[src/inc/ump_pkg.sv]
package ump_pkg;

  // ==========================================================
  // Widths
  // ==========================================================
  localparam int unsigned ADDR_W = 3;
  localparam int unsigned DATA_W = 8;

  // ==========================================================
  // Register offsets
  // ==========================================================
  localparam logic [ADDR_W-1:0] OFS_MODEM_CTRL = 3'h0;
  localparam logic [ADDR_W-1:0] OFS_MODEM_STAT = 3'h1;
  localparam logic [ADDR_W-1:0] OFS_INT_STAT   = 3'h2;
  localparam logic [ADDR_W-1:0] OFS_INT_MASK   = 3'h3;
  localparam logic [ADDR_W-1:0] OFS_TX_TRIG    = 3'h4;
  localparam logic [ADDR_W-1:0] OFS_RTS_HALT   = 3'h5;
  localparam logic [ADDR_W-1:0] OFS_RTS_RESUME = 3'h6;
  localparam logic [ADDR_W-1:0] OFS_PIN_STAT   = 3'h7;

  // ==========================================================
  // Field positions
  // ==========================================================
  localparam int unsigned MCR_RTS_BIT      = 1;
  localparam int unsigned MCR_LOOP_BIT     = 4;
  localparam int unsigned MCR_AUTO_RTS_BIT = 5;
  localparam int unsigned MSR_TRAIL_BIT    = 2;
  localparam int unsigned MSR_RING_BIT     = 6;
  localparam int unsigned EV_RING_BIT      = 0;
  localparam int unsigned EV_RX_RDY_BIT    = 1;
  localparam int unsigned EV_TX_RDY_BIT    = 2;
  localparam int unsigned PIN_RX_RDY_BIT   = 0;
  localparam int unsigned PIN_TX_RDY_BIT   = 1;
  localparam int unsigned PIN_RTS_BIT      = 2;
  localparam int unsigned EV_W             = 3;

  // ==========================================================
  // Reset values
  // ==========================================================
  localparam logic [DATA_W-1:0] RST_MODEM_CTRL = 8'h00;
  localparam logic [EV_W-1:0]   RST_INT_MASK   = 3'h0;
  localparam logic [DATA_W-1:0] RST_TX_TRIG    = 8'h10;
  localparam logic [DATA_W-1:0] RST_RTS_HALT   = 8'h60;
  localparam logic [DATA_W-1:0] RST_RTS_RESUME = 8'h20;

  // ==========================================================
  // Carriers
  // ==========================================================
  typedef struct packed {
    logic [ADDR_W-1:0] addr;
    logic [DATA_W-1:0] wdata;
    logic              wr;
    logic              rd;
  } ump_bus_req_t;

  typedef struct packed {
    logic              trig_reached;
    logic              timeout;
    logic              fifo_empty;
    logic              fifo_err;
    logic [DATA_W-1:0] level;
  } ump_rx_stat_t;

  typedef struct packed {
    logic              full;
    logic [DATA_W-1:0] free_cnt;
  } ump_tx_stat_t;

endpackage

[src/design/ump_modem_pins.sv]
// Strobed register access and the register addresses were chosen for this implementation.
`timescale 1ns/1ps
// Notes on behaviour
// - Status bit 6 shows the present ring indicator level on every read.
// - Status bit 2 flags a low-to-high ring change since the last status read.
// - That ring change raises the interrupt when its mask bit enables it.
// - Request-to-send active with control bit 1; inactive on reset, loop, or clear.
// - Automatic mode lets receive level thresholds force request-to-send inactive.
// - Loopback ignores the receive pin and feeds transmit data to the receiver.
// - Loopback holds the transmit pin idle while data loops internally.
// - Receive-ready goes low on trigger level reached or receive timeout.
// - Receive-ready returns high when the receive buffer empties or holds an error.
// - Transmit-ready goes low once free space reaches the trigger count.
// - Transmit-ready goes high when the transmit buffer is full.
// - The interrupt drops once serviced, or on reset.
module ump_modem_pins
  import ump_pkg::*;
#(
  parameter int unsigned P_DATA_W = DATA_W
)
(
  // Clock and reset
  input  wire logic              i_core_clk,
  input  wire logic              i_rst,
  // Register port
  input  wire ump_bus_req_t      i_bus,
  output logic [P_DATA_W-1:0]    o_rd_data,
  // Modem side pins
  input  wire logic              i_ring_indicator_in,
  input  wire logic              i_rx_pin,
  output logic                   o_tx_pin,
  output logic                   o_rts_n,
  // Internal serial data paths
  input  wire logic              i_tx_serial,
  output logic                   o_rx_serial,
  // Buffer status from the data path
  input  wire ump_rx_stat_t      i_rx_stat,
  input  wire ump_tx_stat_t      i_tx_stat,
  // Ready and interrupt outputs
  output logic                   o_rx_ready_n,
  output logic                   o_tx_ready_n,
  output logic                   o_irq
);

  // ==========================================================
  // Register decode
  // ==========================================================
  logic [DATA_W-1:0] modem_control_reg_r;
  logic [EV_W-1:0]   int_stat_r;
  logic [EV_W-1:0]   int_stat_nxt;
  logic [EV_W-1:0]   int_mask_r;
  logic [DATA_W-1:0] tx_trig_r;
  logic [DATA_W-1:0] rts_halt_r;
  logic [DATA_W-1:0] rts_resume_r;
  logic              ring_prev_r;
  logic              ring_trailing_edge_flag_r;
  logic              rts_hold_r;
  logic              rx_ready_n_r;
  logic              tx_ready_n_r;
  logic              ring_rise;
  logic              rx_rdy_fall;
  logic              tx_rdy_fall;
  logic              rx_ready_n_nxt;
  logic              tx_ready_n_nxt;
  logic              loop_mode;
  logic              auto_rts;
  logic              rts_active;
  logic              stat_read;
  logic [DATA_W-1:0] rd_mux;

  function automatic logic wr_hit(input ump_bus_req_t req, input logic [ADDR_W-1:0] ofs);
    wr_hit = req.wr && (req.addr == ofs);
  endfunction

  function automatic logic rd_hit(input ump_bus_req_t req, input logic [ADDR_W-1:0] ofs);
    rd_hit = req.rd && (req.addr == ofs);
  endfunction

  assign loop_mode = modem_control_reg_r[MCR_LOOP_BIT];
  assign auto_rts  = modem_control_reg_r[MCR_AUTO_RTS_BIT];
  assign stat_read = rd_hit(i_bus, OFS_MODEM_STAT);

  // ==========================================================
  // Software registers
  // ==========================================================
  always_ff @(posedge i_core_clk or posedge i_rst)
  begin
    if (i_rst)
    begin
      modem_control_reg_r <= RST_MODEM_CTRL;
    end
    else if (wr_hit(i_bus, OFS_MODEM_CTRL))
    begin
      modem_control_reg_r <= i_bus.wdata;
    end
  end

  always_ff @(posedge i_core_clk or posedge i_rst)
  begin
    if (i_rst)
    begin
      int_mask_r <= RST_INT_MASK;
    end
    else if (wr_hit(i_bus, OFS_INT_MASK))
    begin
      int_mask_r <= i_bus.wdata[EV_W-1:0];
    end
  end

  always_ff @(posedge i_core_clk or posedge i_rst)
  begin
    if (i_rst)
    begin
      tx_trig_r    <= RST_TX_TRIG;
      rts_halt_r   <= RST_RTS_HALT;
      rts_resume_r <= RST_RTS_RESUME;
    end
    else
    begin
      if (wr_hit(i_bus, OFS_TX_TRIG))
      begin
        tx_trig_r <= i_bus.wdata;
      end
      if (wr_hit(i_bus, OFS_RTS_HALT))
      begin
        rts_halt_r <= i_bus.wdata;
      end
      if (wr_hit(i_bus, OFS_RTS_RESUME))
      begin
        rts_resume_r <= i_bus.wdata;
      end
    end
  end

  // ==========================================================
  // Ring indicator
  // ==========================================================
  // The pin is taken as synchronous, so one stage of history is enough.
  always_ff @(posedge i_core_clk or posedge i_rst)
  begin
    if (i_rst)
    begin
      ring_prev_r <= 1'b0;
    end
    else
    begin
      ring_prev_r <= i_ring_indicator_in;
    end
  end

  assign ring_rise = !ring_prev_r && i_ring_indicator_in;

  // trailing edge flag
  // A rise in the very cycle of the status read is kept for the next read.
  always_ff @(posedge i_core_clk or posedge i_rst)
  begin
    if (i_rst)
    begin
      ring_trailing_edge_flag_r <= 1'b0;
    end
    else if (ring_rise)
    begin
      ring_trailing_edge_flag_r <= 1'b1;
    end
    else if (stat_read)
    begin
      ring_trailing_edge_flag_r <= 1'b0;
    end
  end

  // ==========================================================
  // Request to send
  // ==========================================================
  // threshold hold logic
  // Two thresholds give hysteresis so the pin does not chatter near one level.
  always_ff @(posedge i_core_clk or posedge i_rst)
  begin
    if (i_rst)
    begin
      rts_hold_r <= 1'b0;
    end
    else if (i_rx_stat.level >= rts_halt_r)
    begin
      rts_hold_r <= 1'b1;
    end
    else if (i_rx_stat.level <= rts_resume_r)
    begin
      rts_hold_r <= 1'b0;
    end
  end

  assign rts_active = modem_control_reg_r[MCR_RTS_BIT] && !loop_mode
                      && !(auto_rts && rts_hold_r);

  always_ff @(posedge i_core_clk or posedge i_rst)
  begin
    if (i_rst)
    begin
      o_rts_n <= 1'b1;
    end
    else
    begin
      o_rts_n <= !rts_active;
    end
  end

  // ==========================================================
  // Loopback routing
  // ==========================================================
  // receive path select
  always_ff @(posedge i_core_clk or posedge i_rst)
  begin
    if (i_rst)
    begin
      o_rx_serial <= 1'b1;
    end
    else
    begin
      o_rx_serial <= loop_mode ? i_tx_serial : i_rx_pin;
    end
  end

  // transmit pin idle
  // The pin rests at the marking level rather than floating in loopback.
  always_ff @(posedge i_core_clk or posedge i_rst)
  begin
    if (i_rst)
    begin
      o_tx_pin <= 1'b1;
    end
    else
    begin
      o_tx_pin <= loop_mode ? 1'b1 : i_tx_serial;
    end
  end

  // ==========================================================
  // Ready outputs
  // ==========================================================
  // receive ready low
  // receive ready high
  // Empty or error wins over the set terms: the data path must not be drained.
  always_comb
  begin
    rx_ready_n_nxt = rx_ready_n_r;
    if (i_rx_stat.fifo_empty || i_rx_stat.fifo_err)
    begin
      rx_ready_n_nxt = 1'b1;
    end
    else if (i_rx_stat.trig_reached || i_rx_stat.timeout)
    begin
      rx_ready_n_nxt = 1'b0;
    end
  end

  always_comb
  begin
    tx_ready_n_nxt = tx_ready_n_r;
    if (i_tx_stat.full)
    begin
      tx_ready_n_nxt = 1'b1;
    end
    else if (i_tx_stat.free_cnt >= tx_trig_r)
    begin
      tx_ready_n_nxt = 1'b0;
    end
  end

  always_ff @(posedge i_core_clk or posedge i_rst)
  begin
    if (i_rst)
    begin
      rx_ready_n_r <= 1'b1;
      tx_ready_n_r <= 1'b1;
    end
    else
    begin
      rx_ready_n_r <= rx_ready_n_nxt;
      tx_ready_n_r <= tx_ready_n_nxt;
    end
  end

  assign o_rx_ready_n = rx_ready_n_r;
  assign o_tx_ready_n = tx_ready_n_r;
  assign rx_rdy_fall  = rx_ready_n_r && !rx_ready_n_nxt;
  assign tx_rdy_fall  = tx_ready_n_r && !tx_ready_n_nxt;

  // ==========================================================
  // Interrupt status and output
  // ==========================================================
  // write-one service
  // New events win over a clear written in the same cycle.
  always_comb
  begin
    int_stat_nxt = int_stat_r;
    if (wr_hit(i_bus, OFS_INT_STAT))
    begin
      int_stat_nxt = int_stat_r & ~i_bus.wdata[EV_W-1:0];
    end
    if (ring_rise)
    begin
      int_stat_nxt[EV_RING_BIT] = 1'b1;
    end
    if (rx_rdy_fall)
    begin
      int_stat_nxt[EV_RX_RDY_BIT] = 1'b1;
    end
    if (tx_rdy_fall)
    begin
      int_stat_nxt[EV_TX_RDY_BIT] = 1'b1;
    end
  end

  always_ff @(posedge i_core_clk or posedge i_rst)
  begin
    if (i_rst)
    begin
      int_stat_r <= '0;
    end
    else
    begin
      int_stat_r <= int_stat_nxt;
    end
  end

  // masked interrupt
  // Built from the next status so the output flop tracks the status flop.
  always_ff @(posedge i_core_clk or posedge i_rst)
  begin
    if (i_rst)
    begin
      o_irq <= 1'b0;
    end
    else
    begin
      o_irq <= |(int_stat_nxt & int_mask_r);
    end
  end

  // ==========================================================
  // Read port
  // ==========================================================
  always_comb
  begin
    rd_mux = '0;
    case (i_bus.addr)
      OFS_MODEM_CTRL:
      begin
        rd_mux = modem_control_reg_r;
      end
      OFS_MODEM_STAT:
      begin
        rd_mux[MSR_RING_BIT]  = i_ring_indicator_in;
        rd_mux[MSR_TRAIL_BIT] = ring_trailing_edge_flag_r;
      end
      OFS_INT_STAT:
      begin
        rd_mux[EV_W-1:0] = int_stat_r;
      end
      OFS_INT_MASK:
      begin
        rd_mux[EV_W-1:0] = int_mask_r;
      end
      OFS_TX_TRIG:
      begin
        rd_mux = tx_trig_r;
      end
      OFS_RTS_HALT:
      begin
        rd_mux = rts_halt_r;
      end
      OFS_RTS_RESUME:
      begin
        rd_mux = rts_resume_r;
      end
      OFS_PIN_STAT:
      begin
        rd_mux[PIN_RX_RDY_BIT] = rx_ready_n_r;
        rd_mux[PIN_TX_RDY_BIT] = tx_ready_n_r;
        rd_mux[PIN_RTS_BIT]    = o_rts_n;
      end
      default:
      begin
        rd_mux = '0;
      end
    endcase
  end

  // Read data stands only in the cycle after the strobe and is zero otherwise.
  always_ff @(posedge i_core_clk or posedge i_rst)
  begin
    if (i_rst)
    begin
      o_rd_data <= '0;
    end
    else if (i_bus.rd)
    begin
      o_rd_data <= rd_mux;
    end
    else
    begin
      o_rd_data <= '0;
    end
  end

endmodule

[config.mk]
export PLATFORM = sky130hd
export DESIGN_NAME = ump_modem_pins
export DESIGN_NICKNAME = d
export VERILOG_FILES = /design/src/inc/ump_pkg.sv /design/src/design/ump_modem_pins.sv
export SDC_FILE = /design/constraint.sdc
export NUM_CORES = 1
export LEC_CHECK = 0
export ABC_AREA = 0
export BUFFER_PORTS_ARGS = -buffer_cell sky130_fd_sc_hd__buf_2
export CAP_MARGIN = 20
export CORE_UTILIZATION = 25
export CTS_BUF_LIST = sky130_fd_sc_hd__clkbuf_16
export CTS_CLUSTER_DIAMETER = 200
export DETAILED_ROUTE_END_ITERATION = 8
export HOLD_SLACK_MARGIN = 0.03
export PLACE_DENSITY = 0.39
export SYNTH_ARGS = -nofsm -noshare
export SYNTH_HDL_FRONTEND = slang
export SYNTH_SLANG_ARGS = --single-unit
[constraint.sdc]
create_clock -name i_core_clk -period 2 [get_ports i_core_clk]
set_input_delay 0.3 -clock i_core_clk [delete_from_list [all_inputs] [get_ports i_core_clk]]
set_output_delay 0.3 -clock i_core_clk [all_outputs]
set_load 0.005 [all_outputs]
Yosys cells after proc, flatten, opt, wreduce, memory -nomap -nowiden
Index checks and enable logic that the tools add are counted.
{"block": "word_totals", "reg_bits": 55, "inputBits": 39, "out_inout_bits": 14, "wordCells": 74}
{"block": "classes", "magnitude_cmp": 3, "eq_ne": 7, "n_mux": 20, "n_bitwise": 3, "n_reduce_logical": 25}
{"operator": "greater-or-equal comparator 8 bit", "count": 2}
{"operator": "one-hot mux 2 bit (7 select lines)", "count": 1}
{"operator": "logical AND 1 bit", "count": 13}
{"operator": "2-to-1 mux 1 bit", "count": 13}
{"operator": "equality test 3 bit, second input constant", "count": 4}
{"operator": "one-hot mux 3 bit (4 select lines)", "count": 1}
{"operator": "<= comparator 8 bit", "count": 1}
{"operator": "2-to-1 mux 8 bit", "count": 1}
{"operator": "one-hot mux 1 bit (8 select lines)", "count": 1}
{"operator": "bitwise AND 3 bit", "count": 2}
{"operator": "equality test 3 x 2 -> 1 bit, second input constant", "count": 2}
{"operator": "logical NOT 1 bit", "count": 6}
{"operator": "one-hot mux 1 bit (5 select lines)", "count": 1}
{"operator": "one-hot mux 1 bit (4 select lines)", "count": 1}
{"operator": "nonzero test 2 bit", "count": 2}
{"operator": "equality test 3 x 1 -> 1 bit, second input constant", "count": 1}
{"operator": "logical NOT 3 bit", "count": 1}
{"operator": "2-to-1 mux 3 bit", "count": 1}
{"operator": "inverter 3 bit", "count": 1}
{"operator": "OR reduction 3 bit", "count": 1}
{"operator": "logical OR 1 bit", "count": 2}

Longest topological paths before layout
Gate-level depths: netlist of run 1.
{"block": "depth", "word_depth": 8, "depth_mapped": 7, "ltp_nobuf": 7}

Worst setup path before layout of run 1
No wires, ideal clock.
{"block": "synth_timing", "kind": "reg2reg", "start": "register tx_trig_r[0]", "end": "register o_irq", "t_arrival_ps": 1647, "slack_ps": 234, "path_stages_with_launch": 7, "path_buffers": 0, "synth_period_minus_slack_ps": 1766, "path_cell_list": "dfrtp_1 -> ha_1 -> nand2b_1 -> a2111oi_2 -> o32ai_1 -> a22o_1 -> a21o_1"}
{"block": "synth_via", "elab_chain_len": 8}
{"item": "start: declaration", "line": "ump_modem_pins.sv:52", "source": "logic [DATA_W-1:0] tx_trig_r;"}
{"item": "start signal: assignment", "line": "ump_modem_pins.sv:122", "source": "tx_trig_r <= i_bus.wdata;"}
{"item": "greater-or-equal comparator 8 bit", "line": "ump_modem_pins.sv:263", "source": "else if (i_tx_stat.free_cnt >= tx_trig_r)"}
{"item": "2-to-1 mux 1 bit", "line": "ump_modem_pins.sv:263"}
{"item": "2-to-1 mux 1 bit", "line": "ump_modem_pins.sv:259", "source": "if (i_tx_stat.full)"}
{"item": "logical NOT 1 bit", "line": "ump_modem_pins.sv:286", "source": "assign tx_rdy_fall = tx_ready_n_r && !tx_ready_n_nxt;"}
{"item": "logical AND 1 bit", "line": "ump_modem_pins.sv:286"}
{"item": "2-to-1 mux 1 bit", "line": "ump_modem_pins.sv:308", "source": "if (tx_rdy_fall)"}
{"item": "via int_stat_nxt[2]", "line": "ump_modem_pins.sv:50", "source": "logic [EV_W-1:0] int_stat_nxt;"}
{"item": "bitwise AND 3 bit", "line": "ump_modem_pins.sv:336", "source": "o_irq <= |(int_stat_nxt & int_mask_r);"}
{"item": "OR reduction 3 bit", "line": "ump_modem_pins.sv:336"}
{"item": "end signal: assignment", "line": "ump_modem_pins.sv:336"}
{"item": "end: declaration", "line": "ump_modem_pins.sv:42", "source": "output logic o_irq"}
The timed path passes the listed nets, and every way through them passes these cells.
A chain may end at the register's enable or synchronous reset.

Final worst setup path of run 1
Ends and elaborated chain as after synthesis.

==> results.sh, run 1 <==
export IMPL_synthesis_area_mm2=0.003009
export IMPL_yosys_area_top_type="dfrtp_1"
export IMPL_violations="design-rule violations"
export IMPL_r2r_end="o_irq$_DFF_PP0_"
export IMPL_dpl_hpwl_um=6053
export IMPL_reg2regPathDepth=6
export IMPL_pre_cts_ws_ps=38.83
export IMPL_crit_path_start_kind="register"
export IMPL_clk_pin_slew_ps=70
export IMPL_ys_warn_count=0
export IMPL_via_per_inst=4.523
export IMPL_synth_cell_types=45
export IMPL_synth_commonest_cells="dfrtp_1, mux2_2, inv_1"
export IMPL_fmax_mhz=531.1
export IMPL_area_growth_pct=22.83
export IMPL_fin_setup_tns_ps=0
export IMPL_grt_overflow=0
export IMPL_finalInstanceArea_mm2=0.003696
export IMPL_avgRoutedWirePerCell_um=16.33
export IMPL_grt_pass1_wl_um=12710
export IMPL_hold_viol=0
export IMPL_reg2reg_slack_ps=120
export IMPL_pwr_share_seq_pct=45.9
export IMPL_relSlewSlack_pct=65.21
export IMPL_period_share_pct=94.14
export IMPL_vdd_drop_max_mv=0.3704
export IMPL_io_buffers=52
export IMPL_p_switching_uw=955.2
export IMPL_cap_violations=0
export IMPL_synth_top_area_share_pct=38.25
export IMPL_comb_power_share_pct=23.7
export IMPL_grt_antenna_before_repair=0
export IMPL_first_pass_iters=6
export IMPL_drtAntennaViolNets=0
export IMPL_async_reset_ff_share_pct=100.0
export IMPL_syn_avg_cell_area_um2=11.14
export IMPL_synth_seq_area_share_pct=46.11
export IMPL_timing_rr_start="tx_trig_r[0]$_DFFE_PP0P_"
export IMPL_die_x_um=111.7
export IMPL_power_density_mw_per_mm2=894.2
export IMPL_worst_pin_slew_ps=521.0
export IMPL_num_rows=39
export IMPL_yosysMostFrequentCell="dfrtp_1"
export IMPL_crit_arrival_ps=2070
export IMPL_clkSinkCount=55
export IMPL_hold_class="in2async"
export IMPL_synth_flop_cell="dfrtp_1"
export IMPL_required_ps=2190
export IMPL_outcome="complete, but fails checks"
export IMPL_crit_start="tx_trig_r[0]$_DFFE_PP0P_"
export IMPL_skew_ps=8.002
export IMPL_synth_seq_cells=55
export IMPL_p_leak_nw=1.760
export IMPL_diodes=0
export IMPL_fin_util_pct=31.96
export IMPL_path_cells="ha_1 -> nand2b_1 -> a2111oi_4 -> o32ai_2 -> a22o_1 -> a21o_1"
export IMPL_htreeDepth=2
export IMPL_place_area_mm2=0.003501
export IMPL_rsz0062_at_grt="false"
export IMPL_synth_edf_count=0
export IMPL_coreArea_mm2=0.01156
export IMPL_layout_setup_ws_ps=117.1
export IMPL_start_util_pct=26.02
export IMPL_drive_gt1_share_pct=35.74
export IMPL_end_kind="register"
export IMPL_critPathMaxStageDelay_ps=400
export IMPL_slew_viol_final=0
export IMPL_gp_congestion=0.7332
export IMPL_drtIter0Drc=103
export IMPL_p_int_mw=2.350
export IMPL_clockBufferDepth=2
export IMPL_setup_worst_path_class="reg2reg"
export IMPL_total_power_mw=3.305
export IMPL_finalSetupViolations=0
export IMPL_routed_via_count=2153
export IMPL_cts_made_buffers=5
export IMPL_grt_max_degree=34
export IMPL_critPathMaxFanout=3
export IMPL_sw_frac_of_total_pct=28.90
export IMPL_drcViolationCount=2
export IMPL_clockRootBuffer="clkbuf_16"
export IMPL_grt_util_all_layers_pct=13.33
export IMPL_grt_pass1_vias=2214
export IMPL_tritoncts="done"
export IMPL_critPathSlowestCell="dfrtp_1"
export IMPL_die_y_um=111.7
export IMPL_synth_area_leaders="dfrtp_1, mux2_2, ha_1, dfstp_2, inv_1"
export IMPL_pwr_share_clk_pct=30.4
export IMPL_period_minus_slack_ps=1883
export IMPL_synth_cells=270
export IMPL_clk_insertion_delay_late_ps=300
export IMPL_path_buf_inv=0
export IMPL_syn_nets=333
export IMPL_pin_count=53
export IMPL_cp_top_family="compound AO/OA/AOI/OAI gates"
export IMPL_dieArea_mm2=0.01248
export IMPL_drt_total_wl_um=7772
export IMPL_fin_nets=395
export IMPL_post_cts_setup_buffers=0
[cell families after synthesis]
kind of cell             count (synthesis)  share of synthesized area, %
adder cells (fa/ha/maj)                 24                         9.979
buffers and inverters                   36                         5.322
multiplexers                            38                         14.72
AND/OR/NAND/NOR                         62                         11.23
AO/OA/AOI/OAI                           55                         12.64
flip-flops                              55                         46.11
[registers in the layout (all words and copies together), names as in the netlist]
signal	cells
o_tx_ready_n	1
int_mask_r	3
o_rts_n	1
rts_halt_r	8
o_tx_pin	1
ring_trailing_edge_flag_r	1
rts_hold_r	1
ring_prev_r	1
o_irq	1
o_rd_data	8
o_rx_serial	1
modem_control_reg_r	8
tx_trig_r	8
int_stat_r	3
rts_resume_r	8
o_rx_ready_n	1
[per-stage QoR]
step | hold slack (ps) | instances
floorplan | 331.4 | 270
global placement | 374.2 | 468
detailed placement | 372.9 | 468
CTS | 53.09 | 476
global route | 75.56 | 476
finish | 34.26 | 476
[worst reg2reg max path: cells and delay by family (launching register included)]
kind                     cells  cell delay, ps
flip-flops                   1             400
AO/OA/AOI/OAI                4             940
AND/OR/NAND/NOR              1             170
adder cells (fa/ha/maj)      1             270
[power groups by stage]
stage | clock, mW | combinational (mW) | sequential (mW)
3_3_place_gp | 0 | 0.767 | 1.54
4_1_cts | 1.03 | 0.783 | 1.52
5_1_grt | 1.07 | 0.893 | 1.54
2_1_floorplan | 0 | 0.540 | 1.47
6_report | 1.01 | 0.784 | 1.52
3_5_place_dp | 0 | 0.779 | 1.54
[worst max path at each step]
stage	cells past startpoint	to	slack, ps
detailed placement	7	o_irq$_DFF_PP0_	40
finish	6	o_irq$_DFF_PP0_	120
floorplan	6	o_irq$_DFF_PP0_	230
global route	7	o_irq$_DFF_PP0_	20
CTS	7	o_irq$_DFF_PP0_	20
global placement	7	o_irq$_DFF_PP0_	60
[layout make-up]
cell class / count / area, um^2
multi-input cells: 179 / 1488
clock buffers: 5 / 125.1
flip-flops and latches: 55 / 1388
repair buffers: 63 / 367.9
fillers: 1194 / 7869
inverters: 28 / 105.1
well taps: 143 / 178.9
clock inverters: 3 / 43.79
[metal layers]
layer / vias up / global-route usage (%) / share of wire (%)
met2: 47 / 20.37 / 45
met5: - / 0 / 0
met1: 1021 / 18.89 / 49
met3: 5 / 2.341 / 4.5
met4: 0 / 4.595 / 1.5
li1: 1080 / - / -
[cell usage in the layout, fill, tap and decap left out, drive strengths merged, types with 4 or more instances in the layout]
cell | synthesis | routed
o21ai | 15 | 15
buf | 6 | 63
mux2i | 6 | 6
dfstp | 9 | 9
nand3b | 4 | 4
a21oi | 9 | 9
a22o | 4 | 4
a21o | 7 | 7
clkbuf | 2 | 5
mux2 | 30 | 30
dfrtp | 46 | 46
nor2 | 9 | 9
inv | 28 | 28
nand2 | 23 | 23
nor2b | 9 | 9
ha | 24 | 24
nand3 | 4 | 4
[what timing repair did]
action | in CTS | in global routing
endpoints found under the setup margin | 0 | 1
hold endpoints to repair | 0 | 0
hold buffers | 0 | 0
gates resized for setup | 0 | 3
No activity file was read; power rests on OpenSTA's default activity.
==> inputs of run 2 (changes only) <==
--- a/config.mk
+++ b/config.mk
@@ -14,6 +14,7 @@
 export DETAILED_ROUTE_END_ITERATION = 8
 export HOLD_SLACK_MARGIN = 0.03
 export PLACE_DENSITY = 0.39
+export SETUP_SLACK_MARGIN = 0.5
 export SYNTH_ARGS = -nofsm -noshare
 export SYNTH_HDL_FRONTEND = slang
 export SYNTH_SLANG_ARGS = --single-unit
==> constraint.sdc (replaced) <==
create_clock -name i_core_clk -period 2.2 [get_ports i_core_clk]
set_input_delay 0.33 -clock i_core_clk [delete_from_list [all_inputs] [get_ports i_core_clk]]
set_output_delay 0.33 -clock i_core_clk [all_outputs]
set_load 0.005 [all_outputs]
==> run 2 against run 1 <==
Effect of this change:
- the run still ends with design-rule violations left
- hold slack better by 40 ps
- sequential cell count unchanged
- combinational power up 5.7%
- non-clock buffer count up 2
- via count up 1.6%
- die area unchanged
- core utilization up 0.74 points
- sequential share of layout area down 0.84 points
- global-route usage down 0.11 points
- count of clock-buffer cells in the layout unchanged
- cell area up 2.3%
- largest cell class unchanged
- highest routed layer unchanged
==> results.sh, run 2 (synthesized netlist as in run 1, its figures left out) <==
export IMPL_relSlewSlack_pct=65.86
export IMPL_cts_made_buffers=5
export IMPL_drcViolationCount=5
export IMPL_crit_arrival_ps=2040
export IMPL_coreArea_mm2=0.01156
export IMPL_critPathSlowestCell="dfrtp_1"
export IMPL_tritoncts="done"
export IMPL_dpl_hpwl_um=6063
export IMPL_clockRootBuffer="clkbuf_16"
export IMPL_pin_count=53
export IMPL_hold_viol=0
export IMPL_fin_setup_tns_ps=0
export IMPL_fillers=1166
export IMPL_cp_top_family="compound AO/OA/AOI/OAI gates"
export IMPL_dieArea_mm2=0.01248
export IMPL_clk_insertion_delay_late_ps=290
export IMPL_via_per_inst=4.575
export IMPL_mostFrequentLayoutCells="buf_2, dfrtp_1, mux2_2, nand2_1, inv_1"
export IMPL_start_util_pct=26.02
export IMPL_htreeDepth=2
export IMPL_final_common_cell="buf_2"
export IMPL_drive_gt1_share_pct=40.30
export IMPL_skew_ps=10.80
export IMPL_grt_util_all_layers_pct=13.22
export IMPL_stdcell_count=478
export IMPL_setup_worst_path_class="reg2reg"
export IMPL_violations="design-rule violations"
export IMPL_total_power_mw=2.963
export IMPL_finalInstanceArea_mm2=0.003781
export IMPL_multi_input_area_mm2=0.001602
export IMPL_clockBufferDepth=2
export IMPL_reg2reg_slack_ps=350
export IMPL_first_pass_iters=6
export IMPL_diodes=0
export IMPL_hold_buffers=0
export IMPL_die_x_um=111.7
export IMPL_vdd_drop_max_mv=0.3084
export IMPL_required_ps=2390
export IMPL_area_growth_pct=25.66
export IMPL_path_buf_inv=0
export IMPL_fin_nets=397
export IMPL_grt_pass1_wl_um=12630
export IMPL_place_area_mm2=0.003466
export IMPL_path_cells="ha_1 -> nand2b_4 -> a2111oi_4 -> o32ai_2 -> a22o_1 -> a21o_1"
export IMPL_grt_pass1_vias=2313
export IMPL_grt_max_degree=34
export IMPL_gp_congestion=0.7461
export IMPL_slew_viol_final=0
export IMPL_dp_cells=465
export IMPL_finalSetupViolations=0
export IMPL_comb_power_share_pct=28.0
export IMPL_pwr_share_seq_pct=46.3
export IMPL_critPathMaxFanout=2
export IMPL_grt_antenna_before_repair=0
export IMPL_timing_rr_start="tx_trig_r[0]$_DFFE_PP0P_"
export IMPL_avgRoutedWirePerCell_um=16.32
export IMPL_period_share_pct=84.03
export IMPL_io_buffers=52
export IMPL_worst_pin_slew_ps=511.3
export IMPL_die_y_um=111.7
export IMPL_grt_overflow=0
export IMPL_cap_violations=0
export IMPL_clk_pin_slew_ps=70
export IMPL_outcome="complete, but fails checks"
export IMPL_p_switching_uw=887.1
export IMPL_regArea_mm2=0.001388
export IMPL_holdWs_ps=74.74
export IMPL_num_rows=39
export IMPL_period_minus_slack_ps=1849
export IMPL_routed_via_count=2187
export IMPL_p_leak_nw=1.756
export IMPL_power_density_mw_per_mm2=783.8
export IMPL_drtIter0Drc=114
export IMPL_crit_path_start_kind="register"
export IMPL_drt_total_wl_um=7799
export IMPL_clkSinkCount=55
export IMPL_sw_frac_of_total_pct=29.93
export IMPL_hold_class="in2async"
export IMPL_r2r_end="o_irq$_DFF_PP0_"
export IMPL_rsz0062_at_grt="true"
export IMPL_drtAntennaViolNets=0
export IMPL_pwr_share_clk_pct=25.7
export IMPL_critPathMaxStageDelay_ps=400
export IMPL_fmax_mhz=540.9
export IMPL_reg2regPathDepth=6
export IMPL_end_kind="register"
export IMPL_p_int_mw=2.076
==> run 2: routing by layer <==
metal	wire length, um	track usage, %	up-vias	part of all wire, %
met5	0	0	-	0
met4	72	4.054	0	0.92
met3	276	1.960	4	3.5
met2	3534	20.99	42	45
met1	3915	18.50	1053	50
li1	-	-	1088	-
==> run 2: power by group through the flow <==
stage / Clock [mW] / Combinational [mW] / Sequential [mW]
after floorplan: 0 / 0.492 / 1.33
after global placement: 0 / 0.694 / 1.40
after detailed placement: 0 / 0.709 / 1.40
after CTS: 0.789 / 0.764 / 1.38
after global routing: 0.821 / 0.937 / 1.40
final: 0.761 / 0.829 / 1.37
==> run 2: worst max path at each step <==
stage,startpoint,slack (ps),end,cells after the start
after floorplan,tx_trig_r[7]$_DFFE_PP0P_,480,o_irq$_DFF_PP0_,7
after global routing,tx_trig_r[0]$_DFFE_PP0P_,290,o_irq$_DFF_PP0_,6
final,tx_trig_r[0]$_DFFE_PP0P_,350,o_irq$_DFF_PP0_,6
after global placement,i_tx_stat[7],290,o_irq$_DFF_PP0_,7
after detailed placement,i_tx_stat[5],270,o_irq$_DFF_PP0_,7
after CTS,tx_trig_r[0]$_DFFE_PP0P_,350,o_irq$_DFF_PP0_,6
==> run 2: layout make-up <==
cell class                      count  area share [%]
Multi-Input combinational cell    179           42.36
Clock buffer                        5           3.309
Tap cell                          143           4.732
Inverter                           28           2.780
Timing Repair Buffer               65           9.795
Clock inverter                      3          0.3309
Sequential cell                    55           36.70
==> run 2: what timing repair did <==
action	CTS	global route
pin swaps	3	13
gates resized for setup	7	15
setup buffers	2	3
setup endpoints to repair	3	3
==> run 2: through the flow <==
stage,util [%],setup WS (ps)
4_1_cts,31.68,351.7
6_report,32.70,351.3
2_1_floorplan,-,483.5
3_5_place_dp,29.97,268.0
5_1_grt,32.70,293.9
3_3_place_gp,29.97,292.8
